<file path="config.mk">
export PLATFORM = sky130hd
export DESIGN_NAME = flight_event_sequencer
export DESIGN_NICKNAME = d
export VERILOG_FILES = /design/src/include/flight_event_sequencer_pkg.sv /design/src/hw/flight_event_sequencer.sv
export VERILOG_INCLUDE_DIRS = /design/src /design/src/include
export SDC_FILE = /design/constraint.sdc
export NUM_CORES = 1
export LEC_CHECK = 0
export ABC_AREA = 1
export BUFFER_PORTS_ARGS = -buffer_cell sky130_fd_sc_hd__buf_2
export CAP_MARGIN = 5
export CELL_PAD_IN_SITES_DETAIL_PLACEMENT = 1
export CELL_PAD_IN_SITES_GLOBAL_PLACEMENT = 1
export CORE_AREA = 2 2 347 349
export CTS_CLUSTER_DIAMETER = 80
export DETAILED_ROUTE_END_ITERATION = 7
export DIE_AREA = 0 0 349 351
export PLACE_DENSITY_LB_ADDON = 0.1
export SLEW_MARGIN = 20
export SYNTH_ARGS = -nofsm -noshare
export SYNTH_HDL_FRONTEND = slang
export SYNTH_SLANG_ARGS = --single-unit
</file>
<file path="constraint.sdc">
create_clock -name sys_clk_i -period 9 [get_ports sys_clk_i]
set_input_delay 0.9 -clock sys_clk_i [delete_from_list [all_inputs] [get_ports sys_clk_i]]
set_output_delay 0.9 -clock sys_clk_i [all_outputs]
set_load 0.05 [all_outputs]
</file>
<file path="src/include/flight_event_sequencer_consts.svh">
// constants for the flight event sequencer
`ifndef FLIGHT_EVENT_SEQUENCER_CONSTS_SVH
`define FLIGHT_EVENT_SEQUENCER_CONSTS_SVH

// ***************************************************************
// timing
// ***************************************************************
`define CLK_HZ           40000000
`define SAMPLE_MS        50
`define TICK_CYCLES      (`CLK_HZ / 1000 * `SAMPLE_MS)
`define TICKS_PER_S      (1000 / `SAMPLE_MS)
`define CONT_PERIOD_S    1
`define CONT_TICKS       (`CONT_PERIOD_S * `TICKS_PER_S)
`define REPEAT_S         10
`define REPEAT_TICKS     (`REPEAT_S * `TICKS_PER_S)
`define FLIGHT_LOG_MS    342000
`define LOG_MIN_SAMPLES  (`FLIGHT_LOG_MS / `SAMPLE_MS)
`define PRELAUNCH_DEPTH  16

// ***************************************************************
// altitude and configuration
// ***************************************************************
`define LAUNCH_FT        160
`define MAIN_BASE_FT     300
`define MAIN_STEP_FT     200
`define MACH_STEP_S      2
`define LAND_FT          300
`define LAND_SINK_FPS    4
`define DRIFT_BAND_FT    20
`define DRIFT_TICKS      20
`define PRESS_MIN        16'h0400
`define PRESS_MAX        16'hFC00

// ***************************************************************
// beeper timing in sample ticks, and beep count for a zero digit
// ***************************************************************
`define BEEP_LONG_TICKS  4'hA
`define BEEP_SHORT_TICKS 4'h3
`define BEEP_GAP_TICKS   4'hA
`define ZERO_BEEPS       4'hA

`endif

</file>
<file path="src/include/flight_event_sequencer_pkg.sv">
// types for the flight event sequencer
package flight_event_sequencer_pkg;

   typedef enum logic [3:0] {
      PH_CAPTURE, PH_CHECK, PH_ANN_MACH, PH_ANN_MAIN, PH_ANN_PEAK,
      PH_PAD, PH_MACH_WAIT, PH_ASCENT, PH_DESCENT, PH_LANDED, PH_ERROR
   } phase_t;

   typedef enum logic [2:0] {
      BP_IDLE, BP_SEP, BP_GAP, BP_DIGIT, BP_ON, BP_OFF
   } beep_t;

   typedef struct packed {
      logic power_ok;
      logic drogue_cont;
      logic main_cont;
   } igniter_status_t;

   typedef struct packed {
      logic               we;
      logic [15:0]        addr;
      logic signed [17:0] data;
   } log_wr_t;

   typedef struct packed {
      logic        we;
      logic [16:0] data;
   } nvm_wr_t;

   typedef struct packed {
      phase_t                  phase;
      beep_t                   bst;
      logic [2:0]              main_code;
      logic [2:0]              mach_code;
      logic [15:0]             ground;
      logic signed [17:0]      alt;
      logic signed [17:0]      prev_alt;
      logic [16:0]             peak;
      logic [31:0]             tick_cnt;
      logic                    tick;
      logic [8:0]              wait_cnt;
      logic [4:0]              cont_cnt;
      logic [4:0]              drift_cnt;
      logic [15:0][17:0]       ring;
      logic [3:0]              ring_ptr;
      logic [4:0]              copy_cnt;
      log_wr_t                 log_wr;
      nvm_wr_t                 nvm_wr;
      logic                    drogue;
      logic                    main_fire;
      logic                    beeper;
      logic                    error;
      igniter_status_t         cont_status;
      logic [16:0]             ann_rem;
      logic [2:0]              digit_idx;
      logic [3:0]              digit;
      logic [3:0]              beeps;
      logic [3:0]              btimer;
      logic                    started;
   } state_t;

endpackage

</file>
<file path="src/hw/flight_event_sequencer.sv">
// flight event sequencer: sampling, launch, apogee, main, logging, beeper
`timescale 1ns/1ps
`include "flight_event_sequencer_consts.svh"

module flight_event_sequencer #(
   parameter int TICK_CYCLES = `TICK_CYCLES,
   parameter int LOG_DEPTH   = 8192
) (
   // clock and reset
   input  wire logic                                  sys_clk_i,
   input  wire logic                                  reset_n_i,
   // configuration switches
   input  wire logic                                  main_level_select_msb,
   input  wire logic                                  main_level_select_mid,
   input  wire logic                                  main_level_select_lsb,
   input  wire logic                                  mach_wait_select_msb,
   input  wire logic                                  mach_wait_select_mid,
   input  wire logic                                  mach_wait_select_lsb,
   // sensor and igniter sense
   input  wire logic [15:0]                           pressure_i,
   input  wire flight_event_sequencer_pkg::igniter_status_t igniter_i,
   input  wire logic [16:0]                           nvm_peak_i,
   // igniters, beeper, status
   output logic                                       drogue_fire_o,
   output logic                                       main_fire_o,
   output logic                                       beeper_o,
   output logic                                       error_o,
   output flight_event_sequencer_pkg::igniter_status_t cont_status_o,
   // log and nonvolatile writes
   output flight_event_sequencer_pkg::log_wr_t        log_wr_o,
   output flight_event_sequencer_pkg::nvm_wr_t        nvm_wr_o
);
   import flight_event_sequencer_pkg::*;

   // ***************************************************************
   // elaboration checks
   // ***************************************************************
   if (TICK_CYCLES < 32) begin : g_tick_chk
      $error("TICK_CYCLES too small for the launch log copy");
   end
   if (LOG_DEPTH < `LOG_MIN_SAMPLES + `PRELAUNCH_DEPTH || LOG_DEPTH > 65536) begin : g_log_chk
      $error("LOG_DEPTH cannot hold the flight");
   end

   // ***************************************************************
   // helpers
   // ***************************************************************
   function automatic logic [16:0] pow10(input logic [2:0] idx);
      case (idx)
         3'h4:    pow10 = 17'h02710;
         3'h3:    pow10 = 17'h003E8;
         3'h2:    pow10 = 17'h00064;
         3'h1:    pow10 = 17'h0000A;
         default: pow10 = 17'h00001;
      endcase
   endfunction

   state_t s_reg;
   state_t s_next;

   logic signed [17:0] alt_now;
   logic signed [17:0] rate;
   logic [16:0]        main_level;
   logic [8:0]         mach_ticks;
   logic               press_ok;

   assign alt_now    = $signed({2'h0, s_reg.ground}) - $signed({2'h0, pressure_i});
   assign rate       = alt_now - s_reg.alt;
   assign main_level = 17'(`MAIN_BASE_FT + `MAIN_STEP_FT * s_reg.main_code);
   assign mach_ticks = 9'(`MACH_STEP_S * `TICKS_PER_S * s_reg.mach_code);
   assign press_ok   = pressure_i >= `PRESS_MIN && pressure_i <= `PRESS_MAX;

   // ***************************************************************
   // next state
   // ***************************************************************
   always_comb begin
      logic        ann_go;
      logic [16:0] ann_val;
      logic [16:0] peak_now;
      ann_go   = 1'b0;
      ann_val  = 17'h00000;
      peak_now = s_reg.peak;
      s_next   = s_reg;
      s_next.log_wr.we = 1'b0;
      s_next.nvm_wr.we = 1'b0;

      // sample period tick
      s_next.tick = (s_reg.tick_cnt == 32'(TICK_CYCLES - 1));
      s_next.tick_cnt = s_next.tick ? 32'h0 : s_reg.tick_cnt + 32'h1;

      // launch log copy, oldest first
      if (s_reg.copy_cnt != 5'h00) begin
         s_next.log_wr.we   = 1'b1;
         s_next.log_wr.data = s_reg.ring[4'(s_reg.ring_ptr + 4'(5'h10 - s_reg.copy_cnt))];
         s_next.log_wr.addr = s_reg.log_wr.addr + 16'h1;
         s_next.copy_cnt    = s_reg.copy_cnt - 5'h01;
      end

      // flight log append and altitude tracking
      if (s_reg.tick && (s_reg.phase == PH_MACH_WAIT || s_reg.phase == PH_ASCENT ||
                         s_reg.phase == PH_DESCENT)) begin
         s_next.prev_alt = s_reg.alt;
         s_next.alt      = alt_now;
         if (alt_now > 0 && 17'(alt_now) > s_reg.peak) begin
            peak_now = 17'(alt_now);
         end
         s_next.peak = peak_now;
         if (32'(s_reg.log_wr.addr) < 32'(LOG_DEPTH - 1)) begin
            s_next.log_wr.we   = 1'b1;
            s_next.log_wr.data = alt_now;
            s_next.log_wr.addr = s_reg.log_wr.addr + 16'h1;
         end
      end

      unique case (s_reg.phase)
         PH_CAPTURE: begin
            s_next.main_code = {main_level_select_msb, main_level_select_mid,
                                main_level_select_lsb};
            s_next.mach_code = {mach_wait_select_msb, mach_wait_select_mid,
                                mach_wait_select_lsb};
            s_next.phase = PH_CHECK;
         end
         PH_CHECK: begin
            if (s_reg.tick) begin
               if (!press_ok) begin
                  s_next.error = 1'b1;
                  s_next.phase = PH_ERROR;
               end else begin
                  s_next.ground = pressure_i;
                  ann_go  = 1'b1;
                  ann_val = 17'(`MACH_STEP_S * s_reg.mach_code);
                  s_next.phase = PH_ANN_MACH;
               end
            end
         end
         PH_ANN_MACH: begin
            if (s_reg.bst == BP_IDLE) begin
               ann_go  = 1'b1;
               ann_val = main_level;
               s_next.phase = PH_ANN_MAIN;
            end
         end
         PH_ANN_MAIN: begin
            if (s_reg.bst == BP_IDLE) begin
               ann_go  = 1'b1;
               ann_val = nvm_peak_i;
               s_next.phase = PH_ANN_PEAK;
            end
         end
         PH_ANN_PEAK: begin
            if (s_reg.bst == BP_IDLE) begin
               s_next.phase = PH_PAD;
            end
         end
         PH_PAD: begin
            if (s_reg.tick) begin
               s_next.alt      = alt_now;
               s_next.prev_alt = s_reg.alt;
               s_next.ring[s_reg.ring_ptr] = alt_now;
               s_next.ring_ptr = s_reg.ring_ptr + 4'h1;
               // continuity report
               if (s_reg.cont_cnt == 5'(`CONT_TICKS - 1)) begin
                  s_next.cont_cnt    = 5'h00;
                  s_next.cont_status = igniter_i;
               end else begin
                  s_next.cont_cnt = s_reg.cont_cnt + 5'h01;
               end
               // slow drift follow
               if (alt_now != 0 && alt_now < 18'sd20 && alt_now > -18'sd20) begin
                  if (s_reg.drift_cnt == 5'(`DRIFT_TICKS - 1)) begin
                     s_next.drift_cnt = 5'h00;
                     s_next.ground = (alt_now > 0) ? s_reg.ground - 16'h1
                                                   : s_reg.ground + 16'h1;
                  end else begin
                     s_next.drift_cnt = s_reg.drift_cnt + 5'h01;
                  end
               end else begin
                  s_next.drift_cnt = 5'h00;
               end
               if (alt_now > 18'(`LAUNCH_FT)) begin
                  s_next.copy_cnt    = 5'h10;
                  s_next.log_wr.addr = 16'hFFFF;
                  s_next.peak        = 17'(alt_now);
                  s_next.wait_cnt    = mach_ticks;
                  s_next.phase = (s_reg.mach_code == 3'h0) ? PH_ASCENT : PH_MACH_WAIT;
               end
            end
         end
         PH_MACH_WAIT: begin
            if (s_reg.tick) begin
               s_next.wait_cnt = s_reg.wait_cnt - 9'h001;
               if (s_reg.wait_cnt == 9'h001) begin
                  s_next.phase = PH_ASCENT;
               end
            end
         end
         PH_ASCENT: begin
            if (s_reg.tick && rate <= 0) begin
               s_next.drogue      = 1'b1;
               s_next.nvm_wr.we   = 1'b1;
               s_next.nvm_wr.data = peak_now;
               s_next.phase = PH_DESCENT;
            end
         end
         PH_DESCENT: begin
            if (s_reg.tick) begin
               if (alt_now <= $signed({1'b0, main_level})) begin
                  s_next.main_fire = 1'b1;
               end
               if (alt_now < 18'(`LAND_FT) &&
                   (-rate) * 18'(`TICKS_PER_S) < 18'(`LAND_SINK_FPS)) begin
                  s_next.phase    = PH_LANDED;
                  s_next.wait_cnt = 9'h000;
                  ann_go  = 1'b1;
                  ann_val = s_reg.peak;
               end
            end
         end
         PH_LANDED: begin
            if (s_reg.bst == BP_IDLE && s_reg.tick) begin
               if (s_reg.wait_cnt == 9'(`REPEAT_TICKS - 1)) begin
                  s_next.wait_cnt = 9'h000;
                  ann_go  = 1'b1;
                  ann_val = s_reg.peak;
               end else begin
                  s_next.wait_cnt = s_reg.wait_cnt + 9'h001;
               end
            end
         end
         PH_ERROR: begin
            s_next.error = 1'b1;
         end
      endcase

      // ***************************************************************
      // beeper number sender
      // ***************************************************************
      unique case (s_reg.bst)
         BP_IDLE: begin
            if (ann_go) begin
               s_next.bst       = BP_SEP;
               s_next.beeper    = 1'b1;
               s_next.btimer    = `BEEP_LONG_TICKS;
               s_next.ann_rem   = ann_val;
               s_next.digit_idx = 3'h4;
               s_next.started   = 1'b0;
            end
         end
         BP_SEP, BP_GAP, BP_ON, BP_OFF: begin
            if (s_reg.tick) begin
               s_next.btimer = s_reg.btimer - 4'h1;
               if (s_reg.btimer == 4'h1) begin
                  s_next.btimer = `BEEP_SHORT_TICKS;
                  s_next.beeper = 1'b0;
                  if (s_reg.bst == BP_SEP) begin
                     s_next.btimer = `BEEP_GAP_TICKS;
                     s_next.bst = BP_GAP;
                  end else if (s_reg.bst == BP_GAP) begin
                     s_next.digit = 4'h0;
                     s_next.bst = BP_DIGIT;
                  end else if (s_reg.bst == BP_ON) begin
                     s_next.beeps = s_reg.beeps - 4'h1;
                     s_next.bst = BP_OFF;
                  end else if (s_reg.beeps != 4'h0) begin
                     s_next.beeper = 1'b1;
                     s_next.bst = BP_ON;
                  end else if (s_reg.digit_idx == 3'h0) begin
                     s_next.bst = BP_IDLE;
                  end else begin
                     s_next.digit_idx = s_reg.digit_idx - 3'h1;
                     s_next.btimer = `BEEP_GAP_TICKS;
                     s_next.bst = BP_GAP;
                  end
               end
            end
         end
         BP_DIGIT: begin
            if (s_reg.ann_rem >= pow10(s_reg.digit_idx)) begin
               s_next.ann_rem = s_reg.ann_rem - pow10(s_reg.digit_idx);
               s_next.digit   = s_reg.digit + 4'h1;
            end else if (s_reg.digit == 4'h0 && !s_reg.started &&
                         s_reg.digit_idx != 3'h0) begin
               s_next.digit_idx = s_reg.digit_idx - 3'h1;
            end else begin
               s_next.beeps   = (s_reg.digit == 4'h0) ? `ZERO_BEEPS : s_reg.digit;
               s_next.started = 1'b1;
               s_next.beeper  = 1'b1;
               s_next.btimer  = `BEEP_SHORT_TICKS;
               s_next.bst     = BP_ON;
            end
         end
      endcase
   end

   always_ff @(posedge sys_clk_i or negedge reset_n_i) begin
      if (!reset_n_i) begin
         s_reg       <= '0;
         s_reg.phase <= PH_CAPTURE;
         s_reg.bst   <= BP_IDLE;
      end else begin
         s_reg <= s_next;
      end
   end

   // ***************************************************************
   // outputs
   // ***************************************************************
   assign drogue_fire_o = s_reg.drogue;
   assign main_fire_o   = s_reg.main_fire;
   assign beeper_o      = s_reg.beeper;
   assign error_o       = s_reg.error;
   assign cont_status_o = s_reg.cont_status;
   assign log_wr_o      = s_reg.log_wr;
   assign nvm_wr_o      = s_reg.nvm_wr;
endmodule

</file>
# == Word-level counts from Yosys, hierarchy flattened ==
# Cells that the tools add are included.
# word_totals
register_bits,524
output_inout_bits,60
word_cells,314
input_bits,44
# classes
add_sub_neg,21
magnitude_cmp,16
mul,3
muxes,124
eq_ne,55
reduce_logical,46
# ops
op,count
2-to-1 mux 316 bit,1
bitwise mux 288 bit,1
2-to-1 mux 17 bit,11
2-to-1 mux 16 bit,8
2-to-1 mux 53 bit,2
2-to-1 mux 4 bit,22
one-hot mux 17 bit (5 select lines),1
binary-select mux 18 bit (select 4 bit),1
demux 18 bit (select 4 bit),1
2-to-1 mux 9 bit,8
2-to-1 mux 35 bit,2
2-to-1 mux 69 bit,1
one-hot mux 14 bit (4 select lines),1
"!= test 2 bit, second input constant",26
2-to-1 mux 3 bit,15
2-to-1 mux 40 bit,1
2-to-1 mux 19 bit,2
2-to-1 mux 18 bit,2
one-hot mux 4 bit (9 select lines),1
one-hot mux 9 bit (4 select lines),1
one-hot mux 17 bit (2 select lines),1
"adder 16 x 1 -> 16 bit, second input constant",2
"adder 32 x 1 -> 32 bit, second input constant",1
"== test 32 x 21 -> 1 bit, second input constant",1
other kinds (81),152

# == Depth between registers and ports, before layout ==
# Gate-level depths: netlist of run 1.
# logic_depth
ltp_word,11
depth_mapped,48

# == Least setup slack after synthesis of run 1 ==
# Ideal clock, no wire load.
# synth_timing
path_kind,input-to-reg
start,input pressure_i[0]
end,register s_reg[22] in the netlist's numbering
setup_time_ns,0.116
n_path_buf,2
t_arrival_ns,6.138
setup_slack_ns,2.746
cell_stages,43
path_cell_list,ha_1 -> fa_1 -> o21ai_1 -> nand2_1 -> nand2_1 -> clkbuf_1 -> inv_1 -> ha_1 -> nand2_2 -> inv_1 -> nand2_1 -> nand3_1 -> nand2_1 -> nand2_2 -> inv_2 -> nor2_4 -> nand4_1 -> inv_1 -> [7 not listed] -> o211ai_1 -> nand3_1 -> nand2_1 -> nand2_1 -> nand2_1 -> a21oi_1 -> or2_2 -> nand4_1 -> nand3_2 -> nand2_2 -> nand2_4 -> nand2_2 -> nand3_4 -> nand2_8 -> inv_4 -> buf_6 -> nand2_1 -> nand2_1
# synth_via
elab_chain_cells,11
word_cells_on_any_way,22
# synth_lines
item,line,rtl
start: declaration,flight_event_sequencer.sv:20,"input wire logic [15:0] pressure_i,"
subtractor 16 x 16 -> 17 bit,flight_event_sequencer.sv:67,"assign alt_now = $signed({2'h0, s_reg.ground}) - $signed({2'h0, pressure_i});"
subtractor 17 x 18 -> 18 bit,flight_event_sequencer.sv:68,assign rate = alt_now - s_reg.alt;
negator 18 bit,flight_event_sequencer.sv:211,(-rate) * 18'(`TICKS_PER_S) < 18'(`LAND_SINK_FPS)) begin
multiplier 18 x 4 -> 16 bit,flight_event_sequencer.sv:211,
less-than comparator 18 x 4 -> 1 bit,flight_event_sequencer.sv:211,
logical AND 1 bit,flight_event_sequencer.sv:210,if (alt_now < 18'(`LAND_FT) &&
2-to-1 mux 17 bit / 2-to-1 mux 1 bit (equally long branches),flight_event_sequencer.sv:210,
2-to-1 mux 17 bit / 2-to-1 mux 1 bit (equally long branches),flight_event_sequencer.sv:206,if (s_reg.tick) begin
one-hot mux 17 bit (5 select lines) / one-hot mux 1 bit (4 select lines) (equally long branches),flight_event_sequencer.sv:115,unique case (s_reg.phase)
2-to-1 mux 20 bit / != test 2 x 1 -> 1 bit (equally long branches),-,
one-hot mux 17 bit (2 select lines) / AND reduction 3 bit (equally long branches),-,
end signal: assignment,flight_event_sequencer.sv:301,s_reg <= s_next;
end: declaration,flight_event_sequencer.sv:58,state_t s_reg;
# Several ways; a longest one is shown, not always the timed one. The select of a mux whose other input is x is not followed.
# A chain may end at the register's enable or synchronous reset.

# == Worst setup path in the final report of run 1 ==
# layout_timing
start,register s_reg[495] in the netlist's numbering
end,register s_reg[25] in the netlist's numbering
# layout_via
elab_chain_cells,11
word_cells_on_any_way,17
# layout_lines
item,line
subtractor 16 x 16 -> 17 bit (*),flight_event_sequencer.sv:67
subtractor 17 x 18 -> 18 bit,flight_event_sequencer.sv:68
negator 18 bit,flight_event_sequencer.sv:211
multiplier 18 x 4 -> 16 bit,flight_event_sequencer.sv:211
less-than comparator 18 x 4 -> 1 bit,flight_event_sequencer.sv:211
logical AND 1 bit (*),flight_event_sequencer.sv:210
2-to-1 mux 17 bit / 2-to-1 mux 1 bit (equally long branches),flight_event_sequencer.sv:210
2-to-1 mux 17 bit / 2-to-1 mux 1 bit (equally long branches),flight_event_sequencer.sv:206
one-hot mux 17 bit (5 select lines) / one-hot mux 1 bit (4 select lines) (equally long branches),flight_event_sequencer.sv:115
2-to-1 mux 20 bit / != test 2 x 1 -> 1 bit (equally long branches),-
one-hot mux 17 bit (2 select lines) / AND reduction 3 bit (equally long branches),-
# Every way passes the cells marked *; elsewhere a longest branch is shown, timed or not. The select of a mux whose other input is x is not followed.

==> impl_metrics.yaml, run 1 <==
status:
  outcome: "complete, no violations"
floorplanning:
  io_pins: 104
  die-area_um2: 122000
  start_util_pct: 24.8
  die_w_um: 349
  rows: 127
  fp.coreArea_um2: 119000
  die_h_um: 351
synth:
  synth-seq-cells: 490
  ys_top_cells_by_area: "dfrtp_1, nand2_1, o21ai_0"
  synth-main-ff-cell: "dfrtp_1"
  netlist.area_leader.share_pct: 41.5
  syn_area_um2: 29500
  async_flop_share_pct: 100
  syn_inst: 3973
  synth-edff-count: 0
  avgSynthCellArea_um2: 7.43
  yosysWarnings: 0
  synth_cell_types: 66
  yosysSeqAreaShare_pct: 41.5
  synth_nets: 4169
  synth_largest_area_cell: "dfrtp_1"
routing:
  detail_route.iter0.violations: 1453
  drc: 0
  vias_per_cell: 4.68
  antenna_left: 0
  vias: 26135
  first_pass_iters: 5
  routed_wirelength_um: 113000
  routedWlPerCell_um: 20.2
finish:
  fin_util_pct: 28.4
  antenna_cells: 0
  areaGrowthSynthToFinish_pct: 14.6
  layout-drive-gt1-share_pct: 9.29
  fin_nets: 4178
placed_design:
  preCtsSetupSlack_ns: 1.35
  gp_congestion: 0.792
  portBuffers: 103
  place_hpwl_um: 77100
setup_path:
  crit_fanout: 21
  critical_path_buf_inv_count: 8
  worst-setup-path-type: "register to register"
  r2r_slack_ns: 1.93
  max_stage_delay_ns: 0.48
  critPathCaptureType: "register"
  reg2reg_from: "s_reg[495]"
  critPathTopFamily: "simple AND/OR/NAND/NOR gates"
  slowest_stage: "dfrtp_1"
  crit_path_start_kind: "register"
  arrival_ns: 7.59
  required_ns: 9.52
  startpoint: "s_reg[495]"
  cp_common_cell: "nand2_1"
clock_tree:
  cts_tree: "yes"
  cts_setup_buffers: 0
  cts.sink_count: 490
  clk_pin_slew_ns: 0.06
  clock_latency_ns: 0.66
  cts_made_buffers: 70
  htreeDepth: 3
  cts_hold_buf: 0
  root_buffer: "clkbuf_16"
  ctsResizeCount: 0
  clockBufferDepth: 3
sta:
  final-setup-viol-count: 0
  rsz0062_at_grt: "false"
  fmax_mhz: 141
  final.setup_skew_ns: 0.0320
  setup_ws_ns: 1.93
  worst_pin_slew_ns: 1.03
  final.period_utilization_pct: 78.6
  hold_viol: 0
  tns_ns: 0
  drv_slew: 0
  min_period_ns: 7.07
  slew_headroom_pct: 30.5
global_route:
  grt_overflow: 0
  grt_usage_pct: 18.4
  grt_max_degree: 133
  grt_pass1_vias: 27169
  antenna_found_initial: 9
  grt_pass1_wl_um: 173000
power:
  p_leak_nw: 16.5
  power_mw: 5.51
  ir_drop_mv: 0.115
  p_per_area_nw_per_um2: 163
hold_path:
  hp-class: "input port to asynchronous set/reset pin"
job:
  cap_violations: 0
logic make-up (layout without fill, tap and decap cells):
group | count (synthesis) | after routing | synth area share (%)
and+or+nand+nor | 1725 | 1725 | 24.5
AOI/OAI and AO/OA | 884 | 884 | 16.0
buffers and inverters | 645 | 707 | 9.10
DFF | 490 | 490 | 41.5
adders and majority gates | 152 | 152 | 6.59
xor gates and xnor gates | 73 | 73 | 2.16
muxes | 4 | 4 | 0.152
layout make-up:
cell class | instances | area (um^2)
inverter | 412 | 1550
sequential | 490 | 12300
tap | 1548 | 1940
clock inverter | 22 | 357
timing repair buffer | 170 | 1050
clock buffer | 103 | 2030
multi-input combinational | 2838 | 14700
fill | 14391 | 85200
cells in the mapped netlist (5+ instances only):
library cell / number
and2_1: 5
inv_2: 13
nor3_1: 43
inv_1: 396
buf_4: 60
or2_2: 15
o22ai_1: 66
nor4_1: 20
nand4_1: 55
o21ai_1: 17
buf_2: 7
nor2_1: 334
o21a_1: 6
nand3_2: 6
o31ai_1: 8
clkbuf_1: 158
ha_1: 146
a21oi_1: 138
nand3_1: 163
a31oi_1: 21
o211ai_1: 5
o21ai_0: 578
a211oi_1: 6
fa_1: 6
nor2_2: 6
xnor2_1: 18
o21bai_1: 5
dfrtp_1: 490
xor2_1: 55
nand2_2: 15
nand2_1: 1036
worst register-to-register path, delay by kind of cell (launching register included):
family                     cells  cell delay, ns
AOI/OAI and AO/OA              7            1.34
adders and majority gates      5            1.71
buffers and inverters          8            1.01
DFF                            1            0.48
and+or+nand+nor               22            2.44
metal layers:
| layer | up-vias | GRT usage [%] | wire length (um) |
|---|---|---|---|
| li1 | 13007 | - | - |
| met1 | 12712 | 26.0 | 56300 |
| met2 | 287 | 29.6 | 50400 |
| met3 | 117 | 2.82 | 3960 |
| met4 | 12 | 4.10 | 1750 |
| met5 | - | 0 | 75 |
stage by stage:
| stage | instance area, um^2 | hold slack, ns | instances |
|---|---|---|---|
| CTS | 33900 | 0.261 | 5583 |
| detailed placement | 31500 | 0.463 | 5458 |
| finish | 33900 | 0.249 | 5583 |
| global route | 33900 | 0.300 | 5583 |
| global placement | 31500 | 0.460 | 5458 |
| floorplan | 29500 | 0.433 | 3973 |
placed cells by master (no fill, tap or decap), drive strengths merged, types with 4 or more instances in the layout:
cell type	n
ha	146
nand3b	4
o2111ai	4
xor2	55
a211oi	6
nor2	344
o21a	6
bufinv	5
a31oi	21
o211ai	5
dfrtp	490
o21ai	599
xnor2	18
o21bai	5
mux2	4
nand4	57
and2	6
inv	408
nand3	171
a21oi	140
o22ai	66
nor3	45
nor4	20
or2	22
clkbuf	103
nand2	1053
o31ai	8
clkinv	19
buf	170
fa	6
worst paths after layout:
kind                                              end  cells after the start
hold / removal             asynchronous set/reset pin                      1
min in group sys_clk_i                     s_reg[410]                      1
setup / recovery                            s_reg[25]                     42
setup reg to reg                            s_reg[25]                     42
max in group asynchronous                  s_reg[481]                      3
hold reg to reg                            s_reg[410]                      1
power breakdown:
group / switching [mW] / internal [mW]
sequential: 0.00262 / 2.21
combinational: 0.301 / 0.128
clock: 1.16 / 1.72
No activity file was read; power rests on OpenSTA's default activity.
==> run 2, diff against run 1 <==
--- a/config.mk
+++ b/config.mk
@@ -6,15 +6,15 @@
 export SDC_FILE = /design/constraint.sdc
 export NUM_CORES = 1
 export LEC_CHECK = 0
-export ABC_AREA = 1
+export ABC_AREA = 0
 export BUFFER_PORTS_ARGS = -buffer_cell sky130_fd_sc_hd__buf_2
 export CAP_MARGIN = 5
 export CELL_PAD_IN_SITES_DETAIL_PLACEMENT = 1
 export CELL_PAD_IN_SITES_GLOBAL_PLACEMENT = 1
-export CORE_AREA = 2 2 347 349
+export CORE_AREA = 2 2 340 342
 export CTS_CLUSTER_DIAMETER = 80
 export DETAILED_ROUTE_END_ITERATION = 7
-export DIE_AREA = 0 0 349 351
+export DIE_AREA = 0 0 342 344
 export PLACE_DENSITY_LB_ADDON = 0.1
 export SLEW_MARGIN = 20
 export SYNTH_ARGS = -nofsm -noshare
==> constraint.sdc (replaced) <==
create_clock -name sys_clk_i -period 5.8 [get_ports sys_clk_i]
set_input_delay 0.58 -clock sys_clk_i [delete_from_list [all_inputs] [get_ports sys_clk_i]]
set_output_delay 0.58 -clock sys_clk_i [all_outputs]
set_load 0.05 [all_outputs]
==> run 2 against run 1 <==
The flow now finishes with violations (setup timing). Area after synthesis is 4.2% lower. Fmax is 1.3% higher. Clock skew is 0.0052 ns lower. Worst hold slack worse by 0.23 ns. Combinational power is 78% higher. Cell count is 13% lower. Clock power is 44% higher. Utilization is 3.0 points higher. Setup slack worse by 3.1 ns. Via count is 9.3% lower. Largest cell class unchanged. Largest power group unchanged.
==> impl_metrics.yaml, run 2 <==
finish:
  final_cell_mix: "dfrtp_1, nand2_1, o21ai_0"
  fin_util_pct: 31.4
  nFillCells: 12954
  fin_nets: 3517
  areaGrowthSynthToFinish_pct: 26.5
  layout_commonest_cell: "dfrtp_1"
  layout-drive-gt1-share_pct: 24.9
  seq_area_um2: 12300
  fin_cells: 4884
  multi_input_area_um2: 15600
sta:
  fmax_mhz: 143
  final.setup_skew_ns: 0.0269
  final.period_utilization_pct: 120
  setup_ws_ns: -1.19
  rsz0062_at_grt: "true"
  drv_slew: 0
  worst_pin_slew_ns: 1.11
  slew_headroom_pct: 25.7
  final-setup-viol-count: 45
  hold_viol: 0
  min_period_ns: 6.99
floorplanning:
  die-area_um2: 118000
  die_h_um: 344
  fp.coreArea_um2: 114000
  start_util_pct: 24.9
  rows: 124
  io_pins: 104
  die_w_um: 342
setup_path:
  arrival_ns: 7.51
  slowest_stage: "a2111oi_4"
  startpoint: "s_reg[495]"
  max_stage_delay_ns: 0.41
  required_ns: 6.32
  critPathTopFamily: "compound AO/OA/AOI/OAI gates"
  cp_common_cell: "ha_4"
  critPathCaptureType: "register"
  reg2reg_from: "s_reg[495]"
  crit_fanout: 4
  crit_path_start_kind: "register"
  worst-setup-path-type: "register to register"
  critical_path_buf_inv_count: 6
  r2r_slack_ns: -1.19
hold_path:
  hp-class: "input port to asynchronous set/reset pin"
synth:
  syn_area_um2: 28300
  synth.most_common_cell: "dfrtp_1"
  ys_top_cells_by_area: "dfrtp_1, o21ai_0, ha_1"
  yosysSeqAreaShare_pct: 43.3
  yosysWarnings: 0
  synth-main-ff-cell: "dfrtp_1"
  synth_cell_types: 85
  synth_commonest_cells: "dfrtp_1, nand2_1, o21ai_0"
  synth-seq-cells: 490
  synth-edff-count: 0
  synthSimpleGateAreaFrac_pct: 14.9
  synth_nets: 3217
  avgSynthCellArea_um2: 9.37
  syn_inst: 3021
  synth_compound_area_share_pct: 17.4
  synth_mux_area_share_pct: 8.36
  netlist.area_leader.share_pct: 43.3
  async_flop_share_pct: 100
  synth_xor_area_share_pct: 3.77
  synth_top_family_by_area: "compound AO/OA/AOI/OAI gates"
  synth_fa_ha_area_share_pct: 6.88
  synth_largest_area_cell: "dfrtp_1"
power:
  power_mw: 8.34
  ir_drop_mv: 0.179
  p_per_area_nw_per_um2: 233
  p_leak_nw: 16.5
clock_tree:
  htreeDepth: 3
  cts_tree: "yes"
  clock_latency_ns: 0.64
  root_buffer: "clkbuf_16"
  cts.sink_count: 490
  cts_made_buffers: 66
  clk_pin_slew_ns: 0.06
  clockBufferDepth: 3
global_route:
  grt_util_met3_pct: 2.11
  grt_overflow: 0
  grt_pass1_wl_um: 162000
  met1_usage_pct: 24.8
  use_met2_pct: 29.8
  top_usage_layer: "met2"
  grt_pass1_vias: 25842
  antenna_found_initial: 2
  grt_usage_pct: 17.9
  grt_max_degree: 112
routing:
  detail_route.iter0.violations: 1139
  vias_per_cell: 4.85
  antenna_left: 0
  first_pass_iters: 5
  vias: 23708
  routed_wirelength_um: 105000
  routedWlPerCell_um: 21.5
  drc: 0
placed_design:
  dp_cells: 4720
  portBuffers: 103
  preCtsSetupSlack_ns: -1.94
  place_hpwl_um: 74700
  gp_congestion: 0.831
job:
  cap_violations: 0
status:
  outcome: "finished, violations left"
  violations: "setup timing"
-- run 2: cell types whose count changed after synthesis, moves of 68 or more --
cell,before,now
mux4_2,0,68
o21ai_0,578,408
nand2_1,1036,443
nand3_1,163,63
inv_1,396,125
nor2_1,334,176
-- run 2: routing by layer --
layer,routed length [um],part of all wire (%),vias up
li1,-,-,11223
met1,50600,48,12124
met2,49500,47,247
met3,2910,2.8,114
met4,2080,2.0,0
met5,0,0,-
-- run 2: through the flow --
step / cell area, um^2 / setup TNS, ns / hold slack, ns
after floorplan: 28600 / -31.65 / 0.284
after global placement: 32600 / -82.56 / 0.449
after detailed placement: 32600 / -83.71 / 0.460
after CTS: 35300 / -47.81 / 0.0670
after global routing: 35800 / -63.20 / 0.0967
final: 35800 / -43.42 / 0.0204
-- run 2: cells by family after synthesis --
kind of cell / after synthesis
flip-flops: 490
AO/OA/AOI/OAI: 831
AND/OR/NAND/NOR: 933
adder cells (fa/ha/maj): 152
buffers and inverters: 346
XOR/XNOR: 122
multiplexers: 147
-- run 2: final timing paths --
check,to,cells after the start
setup reg to reg,beeper_o,34
hold reg to reg,s_reg[410],1
min in group sys_clk_i,s_reg[513],2
setup / recovery,beeper_o,34
max in group asynchronous,s_reg[425],2
hold / removal,asynchronous set/reset pin,1
-- run 2: layout make-up --
cell class	count	share of cell area, %
timing repair buffer	453	9.48
clock inverter	18	0.692
inverter	125	1.33
multi-input combinational	2185	43.6
sequential	490	34.2
antenna	1	0.00699
tap	1512	5.28
clock buffer	100	5.42
-- run 2: where the power goes --
group | leakage, nW | switching (mW) | total [mW] | internal, mW
Clock | 1.06 | 1.72 | 4.15 | 2.43
Combinational | 10.3 | 0.450 | 0.765 | 0.315
Sequential | 5.08 | 0.00468 | 3.43 | 3.42
Total | 16.5 | 2.17 | 8.34 | 6.17
-- run 2: worst register-to-register path, delay by kind of cell (launching register included) --
family,cells,cell delay [ns]
muxes,1,0.31
adders and majority gates,5,1.12
AOI/OAI and AO/OA,14,3.17
xor gates and xnor gates,2,0.44
and+or+nand+nor,6,0.75
DFF,1,0.39
buffers and inverters,6,0.69
-- run 2: repair_timing --
item | 4_1_cts | 5_1_grt
pin swaps | 58 | 57
hold buffers | 0 | 0
endpoints found under the setup margin | 65 | 66
resized for setup | 88 | 85
setup buffers | 30 | 17
cloned | 0 | 1
